### config.mk
export PLATFORM = sky130hd
export DESIGN_NAME = sto_monitor
export DESIGN_NICKNAME = d
export VERILOG_FILES = /design/src/sto_pkg.sv /design/src/sto_ch_if.sv /design/src/sto_monitor.sv /design/src/sto_sync.sv
export SDC_FILE = /design/constraint.sdc
export NUM_CORES = 1
export LEC_CHECK = 0
export BUFFER_PORTS_ARGS = -buffer_cell sky130_fd_sc_hd__clkbuf_2
export CORE_AREA = 2 2 39 41
export DETAILED_ROUTE_END_ITERATION = 7
export DIE_AREA = 0 0 41 43
export PLACE_DENSITY = 0.63
export SKIP_CTS_REPAIR_TIMING = 1
export SLEW_MARGIN = 30
export SYNTH_ARGS = -nofsm -noshare
export SYNTH_HDL_FRONTEND = slang
export SYNTH_SLANG_ARGS = --single-unit
### constraint.sdc
create_clock -name i_clk -period 1.1 [get_ports i_clk]
set_clock_uncertainty 0.15 [all_clocks]
set_input_delay 0.165 -clock i_clk [delete_from_list [all_inputs] [get_ports i_clk]]
set_output_delay 0.165 -clock i_clk [all_outputs]
set_load 0.02 [all_outputs]
### src/sto_pkg.sv
// Package for the dual-channel torque-off input monitor.
// Assumes a single 20 MHz clock and synchronous active-high reset.
package sto_pkg;
   // ****************************************
   // Timing
   // ****************************************
   localparam int unsigned CLK_HZ          = 20_000_000;
   localparam int unsigned CLK_PERIOD_NS   = 50;
   // Longest diagnostic pulse the outside may send, in microseconds
   localparam int unsigned TEST_PULSE_US   = 1000;
   // Longest time rounds down to whole cycles
   localparam int unsigned TEST_PULSE_CYC  = (TEST_PULSE_US * (CLK_HZ / 1_000_000));
   // Synchroniser depth
   localparam int unsigned SYNC_STAGES     = 2;
   // ****************************************
   // Reset values
   // ****************************************
   localparam logic        RST_IN_LEVEL    = 1'b0;
   localparam logic        RST_MON_LEVEL   = 1'b1;
   // Timing error selection value that turns detection off
   localparam logic        TERR_OFF_SEL    = 1'b1;
   // ****************************************
   // Overall state
   // ****************************************
   typedef enum logic [2:0] {
      STO_ST_OFF   = 3'b001,
      STO_ST_DB    = 3'b010,
      STO_ST_RUN   = 3'b100
   } sto_state_t;
endpackage : sto_pkg

### src/sto_ch_if.sv
// Interface carrying one synchronised torque-off channel.
// Assumes the producer and the monitor share i_clk.
`timescale 1ns/10ps
interface sto_ch_if;
   logic raw;      // Input level from the pin
   logic closed;   // Synchronised level, 1 = closed
   modport sync (input raw, output closed);
   modport mon  (output raw, input closed);
endinterface : sto_ch_if

### src/sto_monitor.sv
// Dual-channel torque-off input monitor top.
// Assumes asynchronous pins, one 20 MHz clock, and that the outside
// keeps its own stop-sequence duties.
`timescale 1ns/10ps
// Behaviour
// - Input A open cuts channel A drive; closed releases it.
// - Input B open cuts channel B drive; closed releases it.
// - Monitor A closed while channel A shut off, open when released.
// - Monitor B closed while channel B shut off, open when released.
// - Overall shut-off whenever either input off; series path non-conducting with only one off, conducting with both off.
// - Release only with both inputs on, power good, no alarm or warning.
// - Inputs dropped while running: stop by dynamic braking.
// - Timing error selection one disables torque-off timing error detection.
module sto_monitor
   import sto_pkg::*;
(
   input  wire logic i_clk,               // System clock, 20 MHz
   input  wire logic i_rst,               // Sync reset, active high
   input  wire logic i_torque_off_in_a,   // 1 = input A closed
   input  wire logic i_torque_off_in_b,   // 1 = input B closed
   input  wire logic i_power_ok,          // Power on
   input  wire logic i_alarm,             // Alarm or warning active
   input  wire logic i_motor_moving,      // Motor speed not zero
   input  wire logic i_servo_on,          // Servo-on command
   input  wire logic i_forced_stop_one,   // 1 = forced stop one on (not stopping)
   input  wire logic i_terr_sel,          // Timing error selection
   output logic      o_drive_en_a,        // Channel A base drive allowed
   output logic      o_drive_en_b,        // Channel B base drive allowed
   output logic      o_shutoff_monitor_a, // 1 = monitor A closed
   output logic      o_shutoff_monitor_b, // 1 = monitor B closed
   output logic      o_series_closed,     // Series path A-B conducting
   output logic      o_sto_active,        // Overall torque-off state
   output logic      o_dyn_brake,         // Dynamic brake engaged
   output logic      o_timing_err         // Shut-off while servo still enabled
);
   // ****************************************
   // Input synchronisation
   // ****************************************
   sto_ch_if ch_a ();
   sto_ch_if ch_b ();

   assign ch_a.raw = i_torque_off_in_a;
   assign ch_b.raw = i_torque_off_in_b;

   sto_sync u_sync_a (
      .i_clk (i_clk),
      .i_rst (i_rst),
      .ch    (ch_a)
   );

   sto_sync u_sync_b (
      .i_clk (i_clk),
      .i_rst (i_rst),
      .ch    (ch_b)
   );

   // ****************************************
   // Overall state machine
   // ****************************************
   sto_state_t state_ff;
   sto_state_t nxt_state;
   logic       mon_a_ff;
   logic       nxt_mon_a;
   logic       mon_b_ff;
   logic       nxt_mon_b;
   logic       terr_ff;
   logic       nxt_terr;
   logic       both_on;

   assign both_on = ch_a.closed & ch_b.closed;

   // Next state; release needs every condition, any loss shuts off
   always_comb begin
      nxt_state = state_ff;
      case (state_ff)
         STO_ST_OFF: begin
            if (both_on && i_power_ok && !i_alarm) begin
               nxt_state = STO_ST_RUN;
            end
         end
         STO_ST_RUN: begin
            if (!both_on || !i_power_ok || i_alarm) begin
               nxt_state = i_motor_moving ? STO_ST_DB : STO_ST_OFF;
            end
         end
         STO_ST_DB: begin
            // Braking holds until the motor halts; no restart mid-brake
            if (!i_motor_moving) begin
               nxt_state = STO_ST_OFF;
            end
         end
         default: begin
            nxt_state = STO_ST_OFF;
         end
      endcase
   end

   // Monitor outputs follow each channel
   always_comb begin
      nxt_mon_a = ~ch_a.closed;
      nxt_mon_b = ~ch_b.closed;
   end

   // Timing error: shut-off with servo still on and forced stop one not applied
   always_comb begin
      nxt_terr = terr_ff;
      if (i_terr_sel == TERR_OFF_SEL) begin
         nxt_terr = 1'b0;
      end else if (state_ff == STO_ST_RUN && !both_on && i_servo_on && i_forced_stop_one) begin
         nxt_terr = 1'b1;
      end else if (state_ff == STO_ST_OFF && !i_servo_on) begin
         nxt_terr = 1'b0;
      end
   end

   always_ff @(posedge i_clk) begin
      if (i_rst) begin
         state_ff <= STO_ST_OFF;
         mon_a_ff <= RST_MON_LEVEL;
         mon_b_ff <= RST_MON_LEVEL;
         terr_ff  <= 1'b0;
      end else begin
         state_ff <= nxt_state;
         mon_a_ff <= nxt_mon_a;
         mon_b_ff <= nxt_mon_b;
         terr_ff  <= nxt_terr;
      end
   end

   // ****************************************
   // Outputs
   // ****************************************
   // channel A drive gate
   assign o_drive_en_a        = (state_ff == STO_ST_RUN) & ch_a.closed;
   assign o_drive_en_b        = (state_ff == STO_ST_RUN) & ch_b.closed;
   assign o_shutoff_monitor_a = mon_a_ff;
   assign o_shutoff_monitor_b = mon_b_ff;
   // series path conducts only with both shut off
   assign o_series_closed     = mon_a_ff & mon_b_ff;
   assign o_sto_active        = (state_ff != STO_ST_RUN);
   assign o_dyn_brake         = (state_ff == STO_ST_DB);
   assign o_timing_err        = terr_ff;

   // ****************************************
   // Assertions
   // ****************************************
   property p_mon_a;
      @(posedge i_clk) disable iff (i_rst)
      !ch_a.closed |=> o_shutoff_monitor_a;
   endproperty
   a_mon_a: assert property (p_mon_a) else $error("monitor A not closed after input A open");

   property p_mon_b;
      @(posedge i_clk) disable iff (i_rst)
      ch_b.closed |=> !o_shutoff_monitor_b;
   endproperty
   a_mon_b: assert property (p_mon_b) else $error("monitor B not open after input B closed");

   property p_drive_a;
      @(posedge i_clk) disable iff (i_rst)
      !i_torque_off_in_a |-> ##2 !o_drive_en_a;
   endproperty
   a_drive_a: assert property (p_drive_a) else $error("drive A enabled with input A open");

   property p_drive_b;
      @(posedge i_clk) disable iff (i_rst)
      !i_torque_off_in_b |-> ##2 !o_drive_en_b;
   endproperty
   a_drive_b: assert property (p_drive_b) else $error("drive B enabled with input B open");

   property p_either_off;
      @(posedge i_clk) disable iff (i_rst)
      (!ch_a.closed ^ !ch_b.closed) ##1 (!ch_a.closed ^ !ch_b.closed) |-> o_sto_active && !o_series_closed;
   endproperty
   a_either_off: assert property (p_either_off) else $error("single channel off not held");

   property p_release;
      @(posedge i_clk) disable iff (i_rst)
      o_sto_active && $past(o_sto_active) ##1 !o_sto_active |-> $past(both_on && i_power_ok && !i_alarm);
   endproperty
   a_release: assert property (p_release) else $error("release without all conditions");

   property p_brake;
      @(posedge i_clk) disable iff (i_rst)
      (state_ff == STO_ST_RUN) && !both_on && i_motor_moving |=> o_dyn_brake;
   endproperty
   a_brake: assert property (p_brake) else $error("no dynamic brake on shut-off while moving");

   property p_terr_off;
      @(posedge i_clk) disable iff (i_rst)
      i_terr_sel == TERR_OFF_SEL |=> !o_timing_err;
   endproperty
   a_terr_off: assert property (p_terr_off) else $error("timing error flagged while detection off");

   property p_sync;
      @(posedge i_clk) disable iff (i_rst)
      i_torque_off_in_a ##1 i_torque_off_in_a |=> ch_a.closed;
   endproperty
   a_sync: assert property (p_sync) else $error("input A not through synchroniser in two cycles");

   property p_mon_a_rel;
      @(posedge i_clk) disable iff (i_rst)
      ch_a.closed |=> !o_shutoff_monitor_a;
   endproperty
   a_mon_a_rel: assert property (p_mon_a_rel) else $error("monitor A not open after input A closed");

   property p_mon_b_off;
      @(posedge i_clk) disable iff (i_rst)
      !ch_b.closed |=> o_shutoff_monitor_b;
   endproperty
   a_mon_b_off: assert property (p_mon_b_off) else $error("monitor B not closed after input B open");

   property p_sto_hold;
      @(posedge i_clk) disable iff (i_rst)
      !both_on |=> o_sto_active;
   endproperty
   a_sto_hold: assert property (p_sto_hold) else $error("released with an input open");

   property p_brake_end;
      @(posedge i_clk) disable iff (i_rst)
      o_dyn_brake && !i_motor_moving |=> !o_dyn_brake && o_sto_active;
   endproperty
   a_brake_end: assert property (p_brake_end) else $error("dynamic brake not ended at standstill");

   property p_terr_set;
      @(posedge i_clk) disable iff (i_rst)
      (i_terr_sel != TERR_OFF_SEL) && (state_ff == STO_ST_RUN) && !both_on && i_servo_on && i_forced_stop_one
         |=> o_timing_err;
   endproperty
   a_terr_set: assert property (p_terr_set) else $error("timing error not flagged while detection on");
endmodule : sto_monitor

### src/sto_sync.sv
// Two-stage synchroniser for one torque-off input.
// Assumes the pin level may change at any time.
`timescale 1ns/10ps
module sto_sync
   import sto_pkg::*;
(
   input  wire logic i_clk,   // System clock
   input  wire logic i_rst,   // Sync reset, active high
   sto_ch_if.sync    ch       // Channel carrier
);
   // ****************************************
   // Synchroniser
   // ****************************************
   logic [SYNC_STAGES-1:0] sync_ff;
   logic [SYNC_STAGES-1:0] nxt_sync;

   // Shift chain; only the last stage is read outside
   always_comb begin
      nxt_sync = {sync_ff[SYNC_STAGES-2:0], ch.raw};
   end

   always_ff @(posedge i_clk) begin
      if (i_rst) begin
         sync_ff <= {SYNC_STAGES{RST_IN_LEVEL}};
      end else begin
         sync_ff <= nxt_sync;
      end
   end

   assign ch.closed = sync_ff[SYNC_STAGES-1];
endmodule : sto_sync

==> results.cfg <==
[setup_path]
worst_path_largest_cell_delay_ns = 0.36
path_delay_family = flip-flops
arrival_ns = 1.10
critical_path_depth = 3
path_cells = nor2_4 > and3_4 > buf_6
critPathSlowestCell = dfxtp_4
crit_type = register to primary output
reg2regPathDepth = 4
cp_max_fo = 5
cp-start-kind = register
cp-end-kind = primary output
cp_num_buf_inv = 1
worst_ep_required_time_ns = 0.78

[synth]
synth_warnings = 0
syn_area_per_cell_sq_um = 10.4
netlist_area_sq_um = 427
syn-num-nets = 51
synth.distinct_cells = 21
yosys_register_bits = 10
ys_seq_area_frac = 0.469
synthCells = 41

[cells_and_area]
nFillCells = 113
design_area_sq_um = 777
finalNonFillerCells = 91
diodes = 0
nNetsFinal = 86
drive_above_1_share = 0.653
area_growth_syn_to_layout_pct = 82.1

[timing]
whs_ns = -0.0117
fin_crit_sh = 1.29
setup_slack_ns = -0.315
fmax_mhz = 707
grt_setup_unrepaired = yes
slew_headroom = 0.811
slew_violations = 0
final-hold-violation-count = 1
layout_min_cycle_time_ns = 1.41
setup_viol_count_final = 9
worst_slew_pin_slew_ns = 0.279

[die]
io-pin-count = 18
die_w_microns = 41
die_y_microns = 43
die-area_sq_um = 1760
rows = 14
start_util = 0.308
core_sq_um = 1380

[global_routing]
grt_use_total = 0.127
antenna_found_initial = 0
grt_max_degree = 10
grt_pass1_vias = 371
grt.overflow.total = 0
grt_pass1_wl_mm = 1.44

[clocking]
htree_levels = 1
cts_buffers = 3
clock_latency_ns = 0.28
cts_tree = built
clk_path_buf_depth = 2
clkTransAtPathRegs_ns = 0.07
clkSinkCount = 10
cts_root_buf = clkbuf_4

[run_status]
violations = hold timing, setup timing
status = finished, violations left

[power_and_ir_drop]
ir_worst_vdd_mv = 0.656
p_seq_frac = 0.470
netSwitchingFraction = 0.226
p_sw_w = 0.000177
pwr-share-clk = 0.443
p_comb_frac = 0.087
power.static_leakage_nw = 0.353
cellPowerDensity_nw_per_um2 = 1010
p_int_w = 0.000606

[routing]
drt-initial-drc-count = 2
avgRoutedWirePerCell_microns = 12.1
drc = 0
ant_nets = 0
detail_route.vias_per_cell = 4.58
totalWireLength_mm = 1.11
firstDrtPassIters = 2
vias = 417

[job]
maxCapViolCount = 0

[hold_path]
hold_path_class = input port to register
worstHoldPathCells = 2

[place]
place_inst = 81
io_buffers = 17
place.gp.congestion = 0.847
place_area_sq_um = 583
## final timing paths
check                                          from             endpoint  slack [ns]
worst min register to register  u_sync_b.sync_ff[1]  o_shutoff_monitor_b        0.26
worst min-delay path                          i_rst          state_ff[2]       -0.01
worst max register to register          state_ff[0]          state_ff[0]       -0.18
worst max-delay path                    state_ff[1]         o_drive_en_a       -0.31
## through the flow
stage / worst slack [ns] / util / setup TNS, ns / power [W]
after global placement: -0.0742 / 0.421 / -0.297 / 0.000436
after global routing: -0.376 / 0.561 / -2.12 / 0.000810
after CTS: -0.399 / 0.448 / -1.86 / 0.000787
final: -0.315 / 0.561 / -1.68 / 0.000784
after detailed placement: -0.114 / 0.421 / -0.422 / 0.000437
after floorplan: 0.00930 / - / 0 / 0.000408
## layer usage
metal | GRT usage | wire length, microns
met5 | 0 | 0
met4 | 0.113 | 24
met3 | 0.0314 | 66
met2 | 0.172 | 567
met1 | 0.155 | 446
## registers in the layout, summed over array words and instances, names as in the netlist
register and cells:
o_shutoff_monitor_b 1, u_sync_b.sync_ff 2, o_timing_err 1, o_shutoff_monitor_a 1
u_sync_a.sync_ff 2, state_ff 3
## logic make-up after synthesis
group | Yosys count | share of synthesized area
flops | 10 | 0.469
simple gates | 24 | 0.402
buf+inv | 3 | 0.0469
xor+xnor | 1 | 0.0205
compound gates | 3 | 0.0616
## layout by cell type (no fill, tap or decap)
cell type,n
buf_6,7
nor2_1,1
a211oi_2,1
nor2b_4,1
nand2_1,4
xnor2_4,1
nor4_1,1
inv_1,1
nor2_4,1
dfxtp_1,5
and3_1,1
nor2b_1,5
nor4b_2,1
buf_2,2
nand4bb_1,1
and2b_2,1
clkbuf_2,10
nor4_4,1
nand4b_2,1
and2_1,1
and3_4,2
a21oi_1,1
a41oi_1,1
buf_4,10
nor4b_1,1
dfxtp_2,2
and2_4,1
dlygate4sd3_1,3
dfxtp_4,3
clkbuf_8,1
clkbuf_4,3
## final cells by class
| cell class | instances | area [sq um] | area share |
|---|---|---|---|
| multi-input cells | 28 | 259 | 0.333 |
| repair buffers | 32 | 244 | 0.314 |
| flip-flops and latches | 10 | 214 | 0.275 |
| clock buffers | 4 | 36.3 | 0.0467 |
| well taps | 16 | 20.0 | 0.0258 |
| inverters | 1 | 3.75 | 0.00483 |
## cell usage after synthesis, drive strengths merged
| cell | count | area (sq um) |
|---|---|---|
| dfxtp | 10 | 200 |
| nor2b | 6 | 37.5 |
| nand2 | 4 | 15.0 |
| and3 | 3 | 18.8 |
| and2 | 2 | 12.5 |
| buf | 2 | 16.3 |
| nor2 | 2 | 10.0 |
| nor4 | 2 | 18.8 |
| nor4b | 2 | 23.8 |
| a211oi | 1 | 12.5 |
| a21oi | 1 | 5.00 |
| a41oi | 1 | 8.76 |
| and2b | 1 | 8.76 |
| inv | 1 | 3.75 |
| nand4b | 1 | 15.0 |
| nand4bb | 1 | 11.3 |
| xnor2 | 1 | 8.76 |
## power groups by stage
stage	sequential (W)	clock, W	combinational [W]
after floorplan	0.000385	0	0.0000231
after global placement	0.000383	0	0.0000533
after detailed placement	0.000383	0	0.0000535
after CTS	0.000375	0.000358	0.0000536
after global routing	0.000369	0.000366	0.0000749
final	0.000368	0.000347	0.0000685
(Power assumes the default switching activity.)
